[config.mk]
export PLATFORM = sky130hd
export DESIGN_NAME = tx_link_error_monitor
export DESIGN_NICKNAME = d
export VERILOG_FILES = /design/src/tx_err_mon_pkg.sv /design/src/lane_event_detect.sv /design/src/lemc_period_check.sv /design/src/tx_link_error_monitor.sv
export SDC_FILE = /design/constraint.sdc
export NUM_CORES = 1
export LEC_CHECK = 0
export ABC_AREA = 1
export BUFFER_PORTS_ARGS = -buffer_cell sky130_fd_sc_hd__buf_2
export CAP_MARGIN = 20
export CORE_ASPECT_RATIO = 1.2
export CORE_UTILIZATION = 47
export DETAILED_ROUTE_END_ITERATION = 12
export HOLD_SLACK_MARGIN = 0.1
export MAX_ROUTING_LAYER = met4
export PLACE_DENSITY = 0.83
export SETUP_SLACK_MARGIN = 0.5
export SLEW_MARGIN = 20
export SYNTH_ARGS = -nofsm -noshare
export SYNTH_HDL_FRONTEND = slang
export SYNTH_SLANG_ARGS = --single-unit
export TNS_END_PERCENT = 100
[constraint.sdc]
create_clock -name clk -period 2.5 [get_ports clk]
set_input_delay 0.5 -clock clk [delete_from_list [all_inputs] [get_ports clk]]
set_output_delay 0.5 -clock clk [all_outputs]
set_load 0.005 [all_outputs]
[src/tx_err_mon_pkg.sv]
// ****************************************************************
// shared constants and types
// ****************************************************************
package tx_err_mon_pkg;

  // lane count and field widths
  localparam int LANES = 16;
  localparam int EW = 8;
  localparam int CW = 13;
  localparam int FW = 9;

  // register byte offsets
  localparam logic [7:0] OFS_FLAGS = 8'h60;
  localparam logic [7:0] OFS_IRQ_EN = 8'h64;
  localparam logic [7:0] OFS_REINIT_EN = 8'h68;
  localparam logic [7:0] OFS_CTRL = 8'h6c;

  // error flag bit positions
  localparam int BIT_LEMC = 0;
  localparam int BIT_LINK_DATA = 1;
  localparam int BIT_FRAME_DATA = 2;
  localparam int BIT_CMD = 3;
  localparam int BIT_XCVR_RDY = 4;
  localparam int BIT_PCFIFO = 5;
  localparam int BIT_GB_UNDER = 7;
  localparam int BIT_GB_OVER = 8;

  // control register field positions
  localparam int BIT_ALWAYS_ON = 0;
  localparam int BIT_CMD_USED = 1;
  localparam int BIT_TP_USED = 2;
  localparam int POS_LEMC_E = 8;

  // implemented bits and reset values
  localparam logic [FW-1:0] FLAG_MASK = 9'h1bf;
  localparam logic [FW-1:0] FLAGS_RST = 9'h000;
  localparam logic [FW-1:0] IRQ_EN_RST = 9'h1b1;
  localparam logic [FW-1:0] REINIT_EN_RST = 9'h000;
  localparam logic [EW-1:0] LEMC_E_RST = 8'h01;
  localparam logic [4:0] LEMC_UNIT_ZEROS = 5'h00;

  // bus responses
  localparam logic [1:0] RESP_OKAY = 2'h0;
  localparam logic [1:0] RESP_SLVERR = 2'h2;

  // valid/ready pair of a streaming or command port
  typedef struct packed {
    logic valid;
    logic ready;
  } hs_t;

  // per-lane history for edge detection
  typedef struct packed {
    logic [LANES-1:0] prev_full;
    logic [LANES-1:0] prev_ready;
  } lane_state_t;

  // sysref period checker state
  typedef struct packed {
    logic prev;
    logic seen;
    logic [CW-1:0] cnt;
  } lemc_state_t;

  // monitor top state
  typedef struct packed {
    logic [FW-1:0] flags;
    logic [FW-1:0] irq_en;
    logic [FW-1:0] reinit_en;
    logic always_on;
    logic cmd_used;
    logic tp_used;
    logic [EW-1:0] lemc_e;
    logic aw_got;
    logic w_got;
    logic [7:0] awaddr;
    logic [31:0] wdata;
    logic [3:0] wstrb;
    logic awready;
    logic wready;
    logic bvalid;
    logic [1:0] bresp;
    logic arready;
    logic rvalid;
    logic [1:0] rresp;
    logic [31:0] rdata;
    logic irq;
    logic reinit_req;
    logic sysref_s1;
    logic sysref_s2;
  } mon_state_t;

endpackage

[src/lane_event_detect.sv]
`timescale 1ns/10ps
// ****************************************************************
// per-lane fifo-full rise and ready drop detection
// ****************************************************************
module lane_event_detect
  import tx_err_mon_pkg::*;
(
  input wire logic clk,
  input wire logic srst,
  input wire logic link_running,
  input wire logic [LANES-1:0] lane_fifo_full,
  input wire logic [LANES-1:0] lane_xcvr_ready,
  output logic fifo_full_rise,
  output logic ready_drop
);

  lane_state_t st_ff;
  lane_state_t nxt_st;
  logic [LANES-1:0] full_rise;
  logic [LANES-1:0] rdy_fall;

  // two edge detectors per lane: fifo-full rise and ready fall
  for (genvar i = 0; i < LANES; i++) begin : g_lane
    assign full_rise[i] = lane_fifo_full[i] & ~st_ff.prev_full[i];
    assign rdy_fall[i] = ~lane_xcvr_ready[i] & st_ff.prev_ready[i];
  end

  // any lane, only while the link runs
  assign fifo_full_rise = link_running & (|full_rise);
  assign ready_drop = link_running & (|rdy_fall);

  // history update
  always_comb begin
    nxt_st.prev_full = lane_fifo_full;
    nxt_st.prev_ready = lane_xcvr_ready;
  end

  always_ff @(posedge clk) begin
    if (srst) begin
      st_ff <= '0;
    end else begin
      st_ff <= nxt_st;
    end
  end
endmodule

[src/lemc_period_check.sv]
`timescale 1ns/10ps
// ****************************************************************
// sysref period against extended multiblock length
// ****************************************************************
module lemc_period_check
  import tx_err_mon_pkg::*;
(
  input wire logic clk,
  input wire logic srst,
  input wire logic always_on,
  input wire logic [EW-1:0] lemc_e,
  input wire logic sysref_lvl,
  output logic period_err
);

  lemc_state_t st_ff;
  lemc_state_t nxt_st;
  logic [CW-1:0] lim;
  logic edge_seen;

  // period length e*32, e of zero taken as one
  assign lim = (lemc_e == '0) ? {LEMC_E_RST, LEMC_UNIT_ZEROS} : {lemc_e, LEMC_UNIT_ZEROS};
  assign edge_seen = sysref_lvl & ~st_ff.prev;
  // edge off a multiple of the period
  assign period_err = always_on & edge_seen & st_ff.seen & (st_ff.cnt != lim - 1'b1);

  // counter restarts at each edge, wraps each period
  always_comb begin
    nxt_st = st_ff;
    nxt_st.prev = sysref_lvl;
    if (!always_on) begin
      nxt_st.seen = 1'b0;
      nxt_st.cnt = '0;
    end else if (edge_seen) begin
      nxt_st.seen = 1'b1;
      nxt_st.cnt = '0;
    end else if (st_ff.cnt >= lim - 1'b1) begin
      nxt_st.cnt = '0;
    end else begin
      nxt_st.cnt = st_ff.cnt + 1'b1;
    end
  end

  always_ff @(posedge clk) begin
    if (srst) begin
      st_ff <= '0;
    end else begin
      st_ff <= nxt_st;
    end
  end
endmodule

[src/tx_link_error_monitor.sv]
// Our own choices: the AXI4-Lite interface to the registers and the register addresses.
`timescale 1ns/10ps
// Behaviour
// - lane pcfifo full while running sets flag
// - lane ready drop while running sets flag
// - command ready without valid sets flag
// - sample ready without valid sets flag
// - link ready without valid sets flag
// - sysref off e*32 multiple sets flag
// - interrupt only for enabled flags
// - interrupt enables reset to 0x1b1
// - reinit only for reinit-enabled flags
// - reinit enables reset to zero
// - reinit never resets the transceiver
// - gearbox overflow bit 8, underflow bit 7
// - any enabled flag raises interrupt
module tx_link_error_monitor
  import tx_err_mon_pkg::*;
(
  input wire logic clk,
  input wire logic srst,
  input wire logic [7:0] s_axi_awaddr,
  input wire logic s_axi_awvalid,
  output logic s_axi_awready,
  input wire logic [31:0] s_axi_wdata,
  input wire logic [3:0] s_axi_wstrb,
  input wire logic s_axi_wvalid,
  output logic s_axi_wready,
  output logic [1:0] s_axi_bresp,
  output logic s_axi_bvalid,
  input wire logic s_axi_bready,
  input wire logic [7:0] s_axi_araddr,
  input wire logic s_axi_arvalid,
  output logic s_axi_arready,
  output logic [31:0] s_axi_rdata,
  output logic [1:0] s_axi_rresp,
  output logic s_axi_rvalid,
  input wire logic s_axi_rready,
  input wire logic link_running,
  input wire logic [LANES-1:0] gearbox_over_flag,
  input wire logic [LANES-1:0] gearbox_under_flag,
  input wire logic [LANES-1:0] lane_fifo_full,
  input wire logic [LANES-1:0] lane_xcvr_ready,
  input wire hs_t command_in,
  input wire hs_t sample_in,
  input wire hs_t link_data_in,
  input wire logic sysref,
  output logic irq,
  output logic link_reinit_req
);

  // ****************************************************************
  // decode helpers
  // ****************************************************************

  // word-aligned offset is one of the four registers
  function automatic logic is_mapped(input logic [7:0] a);
    logic [7:0] w;
    w = {a[7:2], 2'b00};
    return (w == OFS_FLAGS) || (w == OFS_IRQ_EN) || (w == OFS_REINIT_EN) || (w == OFS_CTRL);
  endfunction

  // byte strobes widened to bit mask
  function automatic logic [31:0] strb_mask(input logic [3:0] s);
    return {{8{s[3]}}, {8{s[2]}}, {8{s[1]}}, {8{s[0]}}};
  endfunction

  // control register image
  function automatic logic [31:0] ctrl_word(input mon_state_t s);
    logic [31:0] v;
    v = '0;
    v[BIT_ALWAYS_ON] = s.always_on;
    v[BIT_CMD_USED] = s.cmd_used;
    v[BIT_TP_USED] = s.tp_used;
    v[POS_LEMC_E +: EW] = s.lemc_e;
    return v;
  endfunction

  // read data for a mapped offset, zero elsewhere
  function automatic logic [31:0] read_word(input logic [7:0] a, input mon_state_t s);
    logic [7:0] w;
    logic [31:0] v;
    w = {a[7:2], 2'b00};
    v = '0;
    if (w == OFS_FLAGS) begin
      v[FW-1:0] = s.flags;
    end else if (w == OFS_IRQ_EN) begin
      v[FW-1:0] = s.irq_en;
    end else if (w == OFS_REINIT_EN) begin
      v[FW-1:0] = s.reinit_en;
    end else if (w == OFS_CTRL) begin
      v = ctrl_word(s);
    end
    return v;
  endfunction

  // ****************************************************************
  // state and event sources
  // ****************************************************************

  mon_state_t st_ff;
  mon_state_t nxt_st;
  logic fifo_full_rise;
  logic ready_drop;
  logic lemc_err;
  logic [FW-1:0] ev;
  logic [FW-1:0] clr;
  logic wr_fire;
  logic [31:0] m;
  logic [7:0] wword;

  // lane history for fifo and ready edges
  lane_event_detect u_lanes (
    .clk(clk),
    .srst(srst),
    .link_running(link_running),
    .lane_fifo_full(lane_fifo_full),
    .lane_xcvr_ready(lane_xcvr_ready),
    .fifo_full_rise(fifo_full_rise),
    .ready_drop(ready_drop)
  );

  // sysref period check on the synchronised level
  lemc_period_check u_lemc (
    .clk(clk),
    .srst(srst),
    .always_on(st_ff.always_on),
    .lemc_e(st_ff.lemc_e),
    .sysref_lvl(st_ff.sysref_s2),
    .period_err(lemc_err)
  );

  // error events of this cycle
  always_comb begin
    ev = '0;
    ev[BIT_GB_OVER] = |gearbox_over_flag;
    ev[BIT_GB_UNDER] = |gearbox_under_flag;
    ev[BIT_PCFIFO] = fifo_full_rise;
    ev[BIT_XCVR_RDY] = ready_drop;
    // ready high with valid low breaks the zero-latency contract
    ev[BIT_CMD] = st_ff.cmd_used & link_running & command_in.ready & ~command_in.valid;
    ev[BIT_FRAME_DATA] = st_ff.tp_used & link_running & sample_in.ready
      & ~sample_in.valid;
    ev[BIT_LINK_DATA] = link_running & link_data_in.ready & ~link_data_in.valid;
    ev[BIT_LEMC] = lemc_err;
  end

  // ****************************************************************
  // next state
  // ****************************************************************

  assign wr_fire = st_ff.aw_got & st_ff.w_got & ~st_ff.bvalid;
  assign m = strb_mask(st_ff.wstrb);
  assign wword = {st_ff.awaddr[7:2], 2'b00};

  always_comb begin
    nxt_st = st_ff;
    clr = '0;
    // sysref pin synchroniser
    nxt_st.sysref_s1 = sysref;
    nxt_st.sysref_s2 = st_ff.sysref_s1;
    // write address and data taken in either order
    if (s_axi_awvalid && st_ff.awready) begin
      nxt_st.aw_got = 1'b1;
      nxt_st.awaddr = s_axi_awaddr;
    end
    if (s_axi_wvalid && st_ff.wready) begin
      nxt_st.w_got = 1'b1;
      nxt_st.wdata = s_axi_wdata;
      nxt_st.wstrb = s_axi_wstrb;
    end
    if (st_ff.bvalid && s_axi_bready) begin
      nxt_st.bvalid = 1'b0;
    end
    // register update once both halves are held
    if (wr_fire) begin
      nxt_st.aw_got = 1'b0;
      nxt_st.w_got = 1'b0;
      nxt_st.bvalid = 1'b1;
      nxt_st.bresp = is_mapped(st_ff.awaddr) ? RESP_OKAY : RESP_SLVERR;
      if (wword == OFS_FLAGS) begin
        clr = st_ff.wdata[FW-1:0] & m[FW-1:0] & FLAG_MASK;
      end else if (wword == OFS_IRQ_EN) begin
        nxt_st.irq_en = ((st_ff.irq_en & ~m[FW-1:0]) | (st_ff.wdata[FW-1:0] & m[FW-1:0]))
          & FLAG_MASK;
      end else if (wword == OFS_REINIT_EN) begin
        nxt_st.reinit_en = ((st_ff.reinit_en & ~m[FW-1:0]) | (st_ff.wdata[FW-1:0] & m[FW-1:0]))
          & FLAG_MASK;
      end else if (wword == OFS_CTRL) begin
        if (st_ff.wstrb[0]) begin
          nxt_st.always_on = st_ff.wdata[BIT_ALWAYS_ON];
          nxt_st.cmd_used = st_ff.wdata[BIT_CMD_USED];
          nxt_st.tp_used = st_ff.wdata[BIT_TP_USED];
        end
        if (st_ff.wstrb[1]) begin
          nxt_st.lemc_e = st_ff.wdata[POS_LEMC_E +: EW];
        end
      end
    end
    nxt_st.awready = ~nxt_st.aw_got & ~nxt_st.bvalid;
    nxt_st.wready = ~nxt_st.w_got & ~nxt_st.bvalid;
    // read channel: data captured at the address handshake
    if (st_ff.rvalid && s_axi_rready) begin
      nxt_st.rvalid = 1'b0;
    end
    if (s_axi_arvalid && st_ff.arready) begin
      nxt_st.rvalid = 1'b1;
      nxt_st.rdata = read_word(s_axi_araddr, st_ff);
      nxt_st.rresp = is_mapped(s_axi_araddr) ? RESP_OKAY : RESP_SLVERR;
    end
    nxt_st.arready = ~nxt_st.rvalid;
    // sticky flags, a new event wins over a clear
    nxt_st.flags = ((st_ff.flags & ~clr) | ev) & FLAG_MASK;
    // level interrupt from enabled flags
    nxt_st.irq = |(nxt_st.flags & nxt_st.irq_en);
    // pulse when a flag newly meets its reinit enable; link only, no transceiver reset
    nxt_st.reinit_req = |(nxt_st.flags & nxt_st.reinit_en & ~(st_ff.flags & st_ff.reinit_en));
  end

  // ****************************************************************
  // registers
  // ****************************************************************

  always_ff @(posedge clk) begin
    if (srst) begin
      st_ff <= '{
        flags: FLAGS_RST,
        irq_en: IRQ_EN_RST,
        reinit_en: REINIT_EN_RST,
        lemc_e: LEMC_E_RST,
        awready: 1'b1,
        wready: 1'b1,
        arready: 1'b1,
        default: '0
      };
    end else begin
      st_ff <= nxt_st;
    end
  end

  // outputs straight from flops
  assign s_axi_awready = st_ff.awready;
  assign s_axi_wready = st_ff.wready;
  assign s_axi_bvalid = st_ff.bvalid;
  assign s_axi_bresp = st_ff.bresp;
  assign s_axi_arready = st_ff.arready;
  assign s_axi_rvalid = st_ff.rvalid;
  assign s_axi_rdata = st_ff.rdata;
  assign s_axi_rresp = st_ff.rresp;
  assign irq = st_ff.irq;
  assign link_reinit_req = st_ff.reinit_req;
endmodule
==> results of run 1 <==
-- stage by stage --
| stage | instances | hold WS, ns | cell area (µm²) | power (mW) | utilization |
|---|---|---|---|---|---|
| 2_1_floorplan | 863 | 0.3883 | 6127 | 2.563 | - |
| 3_3_place_gp | 1115 | 0.4081 | 6725 | 2.690 | 0.5332 |
| 3_5_place_dp | 1115 | 0.4086 | 6725 | 2.703 | 0.5332 |
| 4_1_cts | 1154 | 0.2728 | 7426 | 5.158 | 0.5888 |
| 5_1_grt | 1158 | 0.2755 | 7513 | 5.335 | 0.5957 |
| 6_report | 1158 | 0.2790 | 7513 | 5.126 | 0.5957 |
-- final timing paths --
kind,endpoint,slack (ns),cells after the start
setup / recovery,link_reinit_req,-0.11,19
hold / removal,u_lanes.st_ff[8],0.28,3
hold reg to reg,st_ff[0],0.42,2
setup reg to reg,link_reinit_req,-0.11,19
-- synthesized netlist by cell type --
library cell | n | area, µm²
sky130_fd_sc_hd__nand3_1 | 34 | 170.2
sky130_fd_sc_hd__o211ai_1 | 2 | 15.01
sky130_fd_sc_hd__xnor2_1 | 5 | 43.79
sky130_fd_sc_hd__o21ai_2 | 2 | 17.52
sky130_fd_sc_hd__a211oi_1 | 1 | 7.510
sky130_fd_sc_hd__nor2_4 | 2 | 22.52
sky130_fd_sc_hd__conb_1 | 1 | 3.750
sky130_fd_sc_hd__buf_4 | 36 | 270.3
sky130_fd_sc_hd__and2_1 | 1 | 6.260
sky130_fd_sc_hd__nor3_1 | 6 | 30.03
sky130_fd_sc_hd__nand2_1 | 174 | 653.1
sky130_fd_sc_hd__a31oi_1 | 5 | 31.28
sky130_fd_sc_hd__inv_1 | 104 | 390.4
sky130_fd_sc_hd__nor2_1 | 148 | 555.5
sky130_fd_sc_hd__nand3_4 | 2 | 35.03
sky130_fd_sc_hd__xor2_1 | 10 | 87.58
sky130_fd_sc_hd__clkbuf_1 | 19 | 71.32
sky130_fd_sc_hd__buf_6 | 2 | 22.52
sky130_fd_sc_hd__nor2_2 | 1 | 6.260
sky130_fd_sc_hd__or2_2 | 6 | 37.54
sky130_fd_sc_hd__nand3b_1 | 2 | 15.01
sky130_fd_sc_hd__dfxtp_1 | 133 | 2663
sky130_fd_sc_hd__a21oi_1 | 62 | 310.3
sky130_fd_sc_hd__a32o_1 | 1 | 10.01
sky130_fd_sc_hd__nand4_1 | 11 | 68.82
sky130_fd_sc_hd__ha_1 | 10 | 125.1
sky130_fd_sc_hd__a221oi_1 | 4 | 35.03
sky130_fd_sc_hd__o21ai_0 | 52 | 260.3
sky130_fd_sc_hd__clkinv_2 | 1 | 5.000
sky130_fd_sc_hd__a22oi_1 | 2 | 15.01
sky130_fd_sc_hd__a21boi_0 | 1 | 7.510
sky130_fd_sc_hd__buf_2 | 1 | 5.000
sky130_fd_sc_hd__nand3_2 | 3 | 30.03
sky130_fd_sc_hd__nor3_4 | 1 | 16.27
-- registers in the layout (all words and copies together), names as in the netlist --
signal           count
s_axi_rdata         15
u_lemc.st_ff        15
irq                  1
st_ff               59
m                    2
s_axi_arready        1
s_axi_awready        1
s_axi_rvalid         1
s_axi_bvalid         1
s_axi_bresp          1
s_axi_wready         1
s_axi_rresp          1
link_reinit_req      1
u_lanes.st_ff       32
nxt_st               1
-- cell families (layout without fill, tap and decap cells) --
kind of cell | count (synthesis) | count (layout)
AND/OR/NAND/NOR | 391 | 391
XOR/XNOR | 15 | 15
other | 1 | 19
adder cells (fa/ha/maj) | 10 | 10
buffers and inverters | 163 | 294
flip-flops | 133 | 133
AO/OA/AOI/OAI | 132 | 132
-- layout by cell type (no fill, tap or decap), types with 3 or more instances in the layout --
| master | count |
|---|---|
| sky130_fd_sc_hd__nand2_1 | 168 |
| sky130_fd_sc_hd__nor2_1 | 142 |
| sky130_fd_sc_hd__buf_2 | 131 |
| sky130_fd_sc_hd__dfxtp_1 | 131 |
| sky130_fd_sc_hd__inv_1 | 103 |
| sky130_fd_sc_hd__a21oi_1 | 61 |
| sky130_fd_sc_hd__o21ai_0 | 52 |
| sky130_fd_sc_hd__nand3_1 | 31 |
| sky130_fd_sc_hd__buf_4 | 23 |
| sky130_fd_sc_hd__conb_1 | 19 |
| sky130_fd_sc_hd__clkbuf_16 | 17 |
| sky130_fd_sc_hd__nand4_1 | 11 |
| sky130_fd_sc_hd__xor2_1 | 9 |
| sky130_fd_sc_hd__ha_1 | 9 |
| sky130_fd_sc_hd__inv_8 | 9 |
| sky130_fd_sc_hd__nor2_2 | 7 |
| sky130_fd_sc_hd__nand2_2 | 6 |
| sky130_fd_sc_hd__nand3_2 | 6 |
| sky130_fd_sc_hd__or2_2 | 6 |
| sky130_fd_sc_hd__nor3_1 | 5 |
| sky130_fd_sc_hd__xnor2_1 | 4 |
| sky130_fd_sc_hd__a221oi_1 | 4 |
| sky130_fd_sc_hd__a31oi_1 | 4 |
| sky130_fd_sc_hd__inv_6 | 4 |
| sky130_fd_sc_hd__buf_6 | 3 |
-- worst max-delay path: stages (launching register included) --
cell and delay [ns]:
sky130_fd_sc_hd__dfxtp_2 0.32, sky130_fd_sc_hd__nor2_2 0.11, sky130_fd_sc_hd__inv_2 0.06, sky130_fd_sc_hd__nor3_4 0.24, sky130_fd_sc_hd__a31oi_4 0.14, sky130_fd_sc_hd__ha_4 0.20
sky130_fd_sc_hd__buf_6 0.11, sky130_fd_sc_hd__xnor2_2 0.11, sky130_fd_sc_hd__ha_1 0.31, sky130_fd_sc_hd__nand2_1 0.09, sky130_fd_sc_hd__nor2_2 0.15, sky130_fd_sc_hd__nand3_1 0.12
sky130_fd_sc_hd__nand2_2 0.10, sky130_fd_sc_hd__nand2_2 0.07, sky130_fd_sc_hd__nand3_2 0.06, sky130_fd_sc_hd__nand2_1 0.04, sky130_fd_sc_hd__inv_1 0.04, sky130_fd_sc_hd__nand2_1 0.05
sky130_fd_sc_hd__nor2_1 0.10, sky130_fd_sc_hd__nor2_1 0.05
-- layer usage --
metal	vias to the layer above	wire, µm	global-route usage
met5	-	0	-
met4	0	437	0.1062
met3	43	961	0.06211
met2	211	7462	0.4156
met1	2573	5611	0.2490
li1	2894	-	-
-- cell type report --
class,instances,area [µm²],share of cell area
Clock buffer,17,425.4,0.05662
Timing Repair Buffer,157,862.1,0.1147
Inverter,105,395.4,0.05262
Multi-Input combinational cell,567,2791,0.3715
Tap cell,164,205.2,0.02731
Sequential cell,133,2665,0.3547
Clock inverter,15,168.9,0.02248
-- where the power goes --
| part | leakage, nW | switching, mW | internal [mW] | total (mW) |
|---|---|---|---|---|
| logic | 2.16 | 0.236 | 0.159 | 0.396 |
| clock network | 0.296 | 1.11 | 1.35 | 2.46 |
| registers | 1.09 | 0.0525 | 2.21 | 2.27 |
-- repair_timing --
| action | in CTS | in global routing |
|---|---|---|
| gates cloned | 1 | 0 |
| pin swaps | 3 | 12 |
| endpoints found under the setup margin | 16 | 20 |
| buffers inserted | 6 | 4 |
| resized for setup | 16 | 12 |
==> results by group, run 1 <==
Timing
  – Skew final: 0.005958 ns
  – Slew of the pin with the lowest slew margin: 0.6044 ns
  – Period Utilization, post-route: 1.044
  – Number of hold violations in the final report: 0
  – Total Neg Setup Slack: -0.5700 ns
  – Number of endpoints failing setup at the final stage: 15
  – Final max-slew violation count: 0
  – Max Clk Rate: 0.3833 GHz
  – Unrepaired setup endpoints after global routing: yes
  – Max transition margin: 0.5940
  – Clock period minus worst slack: 2.609 ns
  – Min setup slack post-route: -0.1089 ns

Setup path
  – Type of the worst setup path: reg -> reg
  – Setup crit end kind: flop
  – Crit Path Max Fanout: 3
  – CP Launch Point: st_ff[95]
  – Data required, critical path: 2.80 ns
  – CP Data Arrival Time: 2.91 ns
  – Startpoint types: flop
  – RR Startpoint: st_ff[95]

Route
  – DRC violation count after routing: 0
  – Detailed Routing Iterations Pass 1: 5
  – Routed via count: 5,721
  – Starting DRC count in detailed routing: 393
  – Final Routed Wirelength: 14,470 µm
  – Antenna-violating nets left: 0
  – Vias per inst: 4.940
  – Drt wl/cell: 12.50 µm

CTS
  – Clock tree from TritonCTS: yes
  – Sinks on the clock net: 133
  – Clock latency at the later pin of the worst-skew pair: 0.43 ns
  – Number of levels in the clock H-tree: 4
  – Hold buffer count at cts: 0
  – Worst-case clock buffer depth: 2
  – Number of clock buffers inserted by TritonCTS: 17
  – Post-CTS clock slew at the launch and capture registers of the worst setup and hold paths: 0.07 ns
  – Library cell used as clock root buffer: sky130_fd_sc_hd__clkbuf_16

Yosys
  – Share of synthesized area occupied by flip-flops and latches: 0.4406
  – Simple logic cell fraction of the synthesized area: 0.2725
  – Average instance area after synthesis: 7.152 µm²
  – Adder and majority cell fraction of the synthesized area: 0.02070
  – Synth Area in Compound Gates: 0.1174
  – Post-Synth XOR/XNOR Area: 0.02174
  – Post-synthesis instance area: 0.006043 mm²
  – Post-synth cell types: 34
  – Count of yosys warnings during synthesis: 0
  – Cells after Synth: 845
  – Yosys reg bits: 133
  – Post-synthesis mux area share: 0
  – Dominant combinational cell family by area after synthesis: simple AND/OR/NAND/NOR gates

Power and ir drop
  – Peak supply drop: 0.4785 mV
  – Static leakage power: 3.551 nW
  – Ratio of total power to cell area: 682.3 mW/mm²

Status
  – Violations in the final reports: negative setup slack
  – Outcome: finished with violations

Cells and area
  – P&R area growth vs syn: 24.33%
  – Fill cells: 1,134
  – Fraction of final layout cells with drive strength greater than 1: 0.2334
  – Final-stage net count: 1,122
  – Final antenna diode count: 0

Job
  – Number of max-cap violations: 0

Floorplanning
  – Num rows: 45
  – Number of I/O pins: 174
  – Horiz. Die Dim: 105.5 µm
  – Starting Density: 0.4792
  – Std-Cell Core Area: 0.01261 mm²
  – Height of the die: 126.2 µm
  – Total die area: 0.01332 mm²

GRT
  – Total congestion overflow after global routing: 0
  – Via count of the first global-routing pass: 5,501
  – Antenna violations before repair: 0
  – Global Route Usage Sum: 0.2371
  – Global-route wire length before repair: 24,170 µm
  – Pin count of the biggest net entering global routing: 48

Place
  – Port Buffers: 131
  – Placed wire-length estimate after detailed placement: 9937 µm
  – Worst slack after detailed placement: -0.02676 ns
  – Last weighted congestion value of the routability-driven placer: 0.8834

Worst hold path
  – Min-Delay Path Class: in -> reg
  – Worst Hold Launch: lane_xcvr_ready[8]
No activity file was read; power rests on OpenSTA's default activity.
==> inputs of run 2 (changes only) <==
CORE_UTILIZATION = 56   (was 47)
PLACE_DENSITY = 0.85   (was 0.83)
clock period = 3.3 ns   (was 2.5 ns; I/O delays follow)
==> run 2 against run 1 <==
The flow now finishes without violations. Global-route usage up 2.8 points. Sequential share of layout area is 1.1 points higher. Combinational power down 25%. Cell count shrank 4.4%. Clock power shrank 26%. Wire length fell by 1.4%. Hold slack better by 0.13 ns. Critical endpoint is now u_lemc.st_ff[5].
==> results by group, run 2 (synthesized netlist as in run 1, its figures left out) <==
Status
  – Outcome: completed

Power and ir drop
  – Ratio of total power to cell area: 527.1 mW/mm²
  – Peak supply drop: 0.3843 mV
  – Static leakage power: 3.455 nW

Route
  – Vias per inst: 5.069
  – Routed via count: 5,611
  – DRC violation count after routing: 0
  – Antenna-violating nets left: 0
  – Starting DRC count in detailed routing: 336
  – Final Routed Wirelength: 14,270 µm
  – Detailed Routing Iterations Pass 1: 5
  – Drt wl/cell: 12.89 µm

Cells and area
  – Util after Layout: 0.6938
  – Commonest cells after routing, fill and taps aside: sky130_fd_sc_hd__nand2_1 (172), sky130_fd_sc_hd__nor2_1 (144), sky130_fd_sc_hd__buf_2 (131), sky130_fd_sc_hd__dfxtp_1 (130), sky130_fd_sc_hd__inv_1 (103)
  – Flip-flop and latch area: 0.002669 mm²
  – Register with the highest flop count: st_ff
  – P&R area growth vs syn: 20.72%
  – Number of flip-flops under the largest register name: 59
  – Area used by multi-input combinational logic: 0.002768 mm²
  – Biggest regs: st_ff x59, u_lanes.st_ff x32
  – Fraction of final layout cells with drive strength greater than 1: 0.2106
  – Final antenna diode count: 0
  – Most common cell after layout, fill and taps aside: sky130_fd_sc_hd__nand2_1
  – Final-stage net count: 1,106
  – Fill cells: 863
  – Post-layout instance count excluding filler cells: 1,107

Floorplanning
  – Num rows: 41
  – Number of I/O pins: 174
  – Horiz. Die Dim: 96.83 µm
  – Std-Cell Core Area: 0.01052 mm²
  – Total die area: 0.01121 mm²
  – Starting Density: 0.5747
  – Height of the die: 115.8 µm

Setup path
  – Setup crit end kind: flop
  – Startpoint types: flop
  – Crit Path Max Fanout: 6
  – CP Data Arrival Time: 3.07 ns
  – Type of the worst setup path: reg -> reg
  – Data required, critical path: 3.66 ns

Place
  – Last weighted congestion value of the routability-driven placer: 0.9076
  – Port Buffers: 131
  – Inst Count DP: 1,071
  – Worst slack after detailed placement: 0.4214 ns
  – Placed wire-length estimate after detailed placement: 9741 µm

CTS
  – Library cell used as clock root buffer: sky130_fd_sc_hd__clkbuf_16
  – Clock tree from TritonCTS: yes
  – Post-CTS clock slew at the launch and capture registers of the worst setup and hold paths: 0.06 ns
  – Clock latency at the later pin of the worst-skew pair: 0.42 ns
  – Sinks on the clock net: 133
  – Number of levels in the clock H-tree: 4
  – Number of clock buffers inserted by TritonCTS: 17
  – Worst-case clock buffer depth: 2
  – Hold buffer count at cts: 0

Timing
  – Max transition margin: 0.3611
  – Unrepaired setup endpoints after global routing: no
  – Final max-slew violation count: 0
  – Number of endpoints failing setup at the final stage: 0
  – Number of hold violations in the final report: 0
  – Skew final: 0.005094 ns
  – Slew of the pin with the lowest slew margin: 0.9573 ns
  – Period Utilization, post-route: 0.8225
  – Max Clk Rate: 0.3684 GHz
  – Total Neg Setup Slack: 0 ns
  – Clock period minus worst slack: 2.714 ns
  – Min setup slack post-route: 0.5856 ns

GRT
  – Global-route wire length before repair: 22,770 µm
  – Pin count of the biggest net entering global routing: 71
  – Antenna violations before repair: 0
  – Via count of the first global-routing pass: 5,227
  – Global Route Usage Sum: 0.2647
  – Total congestion overflow after global routing: 0

Worst hold path
  – Min-Delay Path Class: reg -> reg

Job
  – Number of max-cap violations: 0
-- run 2: what timing repair did --
| item | in CTS | in global routing |
|---|---|---|
| gates resized for setup | 3 | 19 |
| cloned | 0 | 1 |
| endpoints found under the setup margin | 15 | 15 |
| buffers inserted | 0 | 3 |
| pin swaps | 0 | 10 |
-- run 2: layer usage --
layer  routed length, µm  vias to the layer above  global-route usage
li1                    -                     2872                   -
met1                5517                     2484              0.2662
met2                7436                      210              0.4887
met3                 893                       45             0.06936
met4                 427                        0              0.1085
met5                   0                        -                   -
-- run 2: final timing paths --
path	startpoint	endpoint	slack, ns	cells after the start
max reg2reg	st_ff[94]	u_lemc.st_ff[5]	0.59	15
min	nxt_st[0]	st_ff[0]	0.41	2
max	st_ff[94]	u_lemc.st_ff[5]	0.59	15
min reg2reg	nxt_st[0]	st_ff[0]	0.41	2
-- run 2: where the power goes --
part,leakage (nW),switching (mW),internal (mW)
clock network,0.281,0.754,1.08
logic,2.08,0.178,0.119
registers,1.09,0.0405,1.68
total,3.45,0.972,2.87
-- run 2: cell type report --
type	count	share of cell area
clock buffer	18	0.06020
clock inverter	14	0.01921
inverter	105	0.05419
multi-input combinational	568	0.3794
sequential	133	0.3658
tap	129	0.02212
timing repair buffer	140	0.09913
-- run 2: worst max-delay path: stages, from the launching register on --
cell and delay (ns):
sky130_fd_sc_hd__dfxtp_4 0.37, sky130_fd_sc_hd__nor2_4 0.11, sky130_fd_sc_hd__inv_2 0.06, sky130_fd_sc_hd__nor3_4 0.22, sky130_fd_sc_hd__a31oi_4 0.14, sky130_fd_sc_hd__ha_2 0.22, sky130_fd_sc_hd__nand2_1 0.09, sky130_fd_sc_hd__xor2_1 0.17
sky130_fd_sc_hd__ha_1 0.26, sky130_fd_sc_hd__nand2_1 0.12, sky130_fd_sc_hd__nor2_1 0.06, sky130_fd_sc_hd__a211oi_1 0.18, sky130_fd_sc_hd__nand3_1 0.17, sky130_fd_sc_hd__nor2_4 0.17, sky130_fd_sc_hd__nand3_2 0.17, sky130_fd_sc_hd__nor2_1 0.13
-- run 2: stage by stage --
step / hold WS, ns / power, mW / instance area, µm²
2_1_floorplan: 0.3883 / 1.942 / 6111
3_3_place_gp: 0.3954 / 2.035 / 6604
3_5_place_dp: 0.3998 / 2.045 / 6604
4_1_cts: 0.4074 / 3.863 / 7201
5_1_grt: 0.4414 / 3.988 / 7296
6_report: 0.4090 / 3.846 / 7296
==> inputs of run 3 (changes only) <==
CORE_UTILIZATION = 47   (was 56)
PLACE_DENSITY = 0.76   (was 0.85)
clock period = 2.3 ns   (was 3.3 ns; I/O delays follow)
==> run 3 against run 2 <==
The run now ends with negative setup slack left. Clock skew is 0.0020 ns higher. Cell count is 5.0% higher. Clock power is 42% higher. Via count hardly changed. Die area is 19% higher. Global-route usage is 3.9 points lower. Sequential power is 43% higher. Register-to-register slack worse by 0.80 ns. Largest power group unchanged.
==> results by group, run 3 (synthesized netlist as in run 1, its figures left out) <==
Route
  – Antenna-violating nets left: 0
  – Vias per inst: 4.830
  – DRC violation count after routing: 0
  – Final Routed Wirelength: 14,270 µm
  – Detailed Routing Iterations Pass 1: 5
  – Routed via count: 5,613
  – Starting DRC count in detailed routing: 329
  – Drt wl/cell: 12.28 µm

Floorplanning
  – Horiz. Die Dim: 105.5 µm
  – Num rows: 45
  – Std-Cell Core Area: 0.01261 mm²
  – Starting Density: 0.4792
  – Height of the die: 126.2 µm
  – Number of I/O pins: 174
  – Total die area: 0.01332 mm²

Cells and area
  – Post-route cell area: 0.007532 mm²
  – Fill cells: 1,185
  – Number of flip-flops under the largest register name: 59
  – Fraction of final layout cells with drive strength greater than 1: 0.2345
  – Most common cell after layout, fill and taps aside: sky130_fd_sc_hd__nand2_1
  – Commonest cells after routing, fill and taps aside: sky130_fd_sc_hd__nand2_1 (170), sky130_fd_sc_hd__nor2_1 (141), sky130_fd_sc_hd__buf_2 (131), sky130_fd_sc_hd__dfxtp_1 (131), sky130_fd_sc_hd__inv_1 (103)
  – Register with the highest flop count: st_ff
  – Final antenna diode count: 0
  – P&R area growth vs syn: 24.64%
  – Final-stage net count: 1,126
  – Biggest regs: st_ff x59, u_lanes.st_ff x32
  – Area used by multi-input combinational logic: 0.002818 mm²
  – Flip-flop and latch area: 0.002665 mm²

Power and ir drop
  – Share of power burned in registers: 0.448
  – Net switching fraction of the power: 0.2560
  – Design internal power: 4.090 mW
  – Ratio of total power to cell area: 729.8 mW/mm²
  – Total net switching power: 1.407 mW
  – Power share of the combinational group: 0.079
  – Static leakage power: 3.532 nW
  – Peak supply drop: 0.4956 mV
  – Final Power: 5.497 mW
  – Clock network power share: 0.473

Setup path
  – Register-to-Register Path Depth: 17
  – Data required, critical path: 2.65 ns
  – Most Frequent Cell on Critical Path: sky130_fd_sc_hd__buf_4
  – CP bufs+invs: 5
  – CP max stage cell: sky130_fd_sc_hd__dfxtp_2
  – Setup crit end kind: flop
  – Startpoint types: flop
  – RR Startpoint: st_ff[94]
  – Series of cell instances along the critical path: nor2_2 > inv_2 > nor3_4 > buf_4 > buf_4 > buf_4 > nand2_1 > xor2_1 > ha_1 > nand2_2 > nor2_2 > a211oi_2 > nand3_1 > nor2_2 > nand3_2 > buf_4 > nor2_1
  – Crit Path Max Fanout: 6
  – Critical R2R Capture: u_lemc.st_ff[0]
  – Type of the worst setup path: reg -> reg
  – CP Data Arrival Time: 2.86 ns
  – Crit-path leading delay family: simple AND/OR/NAND/NOR gates
  – CP max stage delay: 0.32 ns
  – Reg-to-reg slack, setup: -0.21 ns

GRT
  – Via count of the first global-routing pass: 5,210
  – Pin count of the biggest net entering global routing: 61
  – Global Route Usage Sum: 0.2254
  – Antenna violations before repair: 0
  – Total congestion overflow after global routing: 0
  – Global-route wire length before repair: 22,910 µm

Timing
  – Final max-slew violation count: 0
  – Min setup slack post-route: -0.2101 ns
  – Unrepaired setup endpoints after global routing: yes
  – Number of hold violations in the final report: 0
  – Period Utilization, post-route: 1.091
  – Max transition margin: 0.5726
  – Slew of the pin with the lowest slew margin: 0.6412 ns
  – Max Clk Rate: 0.3984 GHz
  – Skew final: 0.007044 ns
  – Number of endpoints failing setup at the final stage: 15
  – Clock period minus worst slack: 2.510 ns

Place
  – Cell area after placement: 0.006778 mm²
  – Placed wire-length estimate after detailed placement: 9930 µm
  – Port Buffers: 131
  – Last weighted congestion value of the routability-driven placer: 0.8737

CTS
  – Number of levels in the clock H-tree: 4
  – Clock tree from TritonCTS: yes
  – Library cell used as clock root buffer: sky130_fd_sc_hd__clkbuf_16
  – Sinks on the clock net: 133
  – Number of clock buffers inserted by TritonCTS: 17
  – Post-CTS clock slew at the launch and capture registers of the worst setup and hold paths: 0.06 ns
  – Hold buffer count at cts: 0
  – Clock latency at the later pin of the worst-skew pair: 0.42 ns
  – Worst-case clock buffer depth: 2

Worst hold path
  – Worst Hold Launch: sysref
  – Hold Crit Endpoint: nxt_st[0]
  – Min-Delay Path Class: in -> reg
  – WHS Path Cells: 3

Status
  – Violations in the final reports: negative setup slack
  – Outcome: finished with violations

Job
  – Number of max-cap violations: 0
## run 3: cell types whose count changed in the layout (fill, tap and decap cells not counted), sizes merged
cell | before | now
buf | 140 | 160
clkbuf | 18 | 17
clkinv | 4 | 3
clkinvlp | 2 | 5
inv | 112 | 111
## run 3: layout make-up
type,count,share of cell area
Inverter,105,0.05249
Sequential cell,133,0.3538
Timing Repair Buffer,160,0.1169
Clock buffer,17,0.05648
Clock inverter,15,0.01894
Multi-Input combinational cell,568,0.3741
Tap cell,164,0.02724
## run 3: tightest hold or removal path, stage by stage
cell and delay, ns:
sky130_fd_sc_hd__buf_2 0.07, sky130_fd_sc_hd__inv_1 0.03, sky130_fd_sc_hd__nor2_1 0.07
## run 3: power groups by stage
stage	combinational [mW]	sequential, mW	clock [mW]
2_1_floorplan	0.288	2.50	0
3_5_place_dp	0.428	2.51	0
4_1_cts	0.430	2.46	2.62
3_3_place_gp	0.420	2.51	0
5_1_grt	0.492	2.47	2.74
6_report	0.432	2.46	2.60
## run 3: per-stage QoR
| stage | cells | util | TNS, ns | setup WS (ns) | hold WS, ns |
|---|---|---|---|---|---|
| 2_1_floorplan | 863 | - | -0.4297 | -0.04272 | 0.3883 |
| 3_3_place_gp | 1122 | 0.5374 | -2.429 | -0.1917 | 0.4000 |
| 3_5_place_dp | 1122 | 0.5374 | -3.334 | -0.2511 | 0.4099 |
| 4_1_cts | 1158 | 0.5872 | -2.702 | -0.2074 | 0.2443 |
| 5_1_grt | 1162 | 0.5972 | -6.084 | -0.4250 | 0.2424 |
| 6_report | 1162 | 0.5972 | -2.920 | -0.2101 | 0.2468 |
## run 3: how the worst max path moves through the flow
| stage | from | endpoint | slack (ns) | depth (start not counted) |
|---|---|---|---|---|
| floorplan | st_ff[94] | u_lemc.st_ff[4] | -0.04 | 16 |
| global placement | st_ff[94] | u_lemc.st_ff[7] | -0.19 | 17 |
| detailed placement | st_ff[94] | u_lemc.st_ff[7] | -0.25 | 17 |
| CTS | st_ff[94] | u_lemc.st_ff[7] | -0.21 | 16 |
| global route | st_ff[94] | u_lemc.st_ff[7] | -0.43 | 16 |
| finish | st_ff[94] | u_lemc.st_ff[0] | -0.21 | 17 |
## run 3: what timing repair did
| item | 4_1_cts | 5_1_grt |
|---|---|---|
| pin swaps | 4 | 7 |
| cloned | 0 | 2 |
| endpoints found under the setup margin | 16 | 23 |
| resized for setup | 6 | 26 |
| setup buffers | 4 | 2 |
## run 3: metal layers
metal  share of wire  track usage  up-vias
met1            0.42       0.2403     2494
met3           0.048      0.04917       34
met4           0.030       0.1021        0
met2            0.51       0.3978      178
met5               0            -        -
li1                -            -     2907
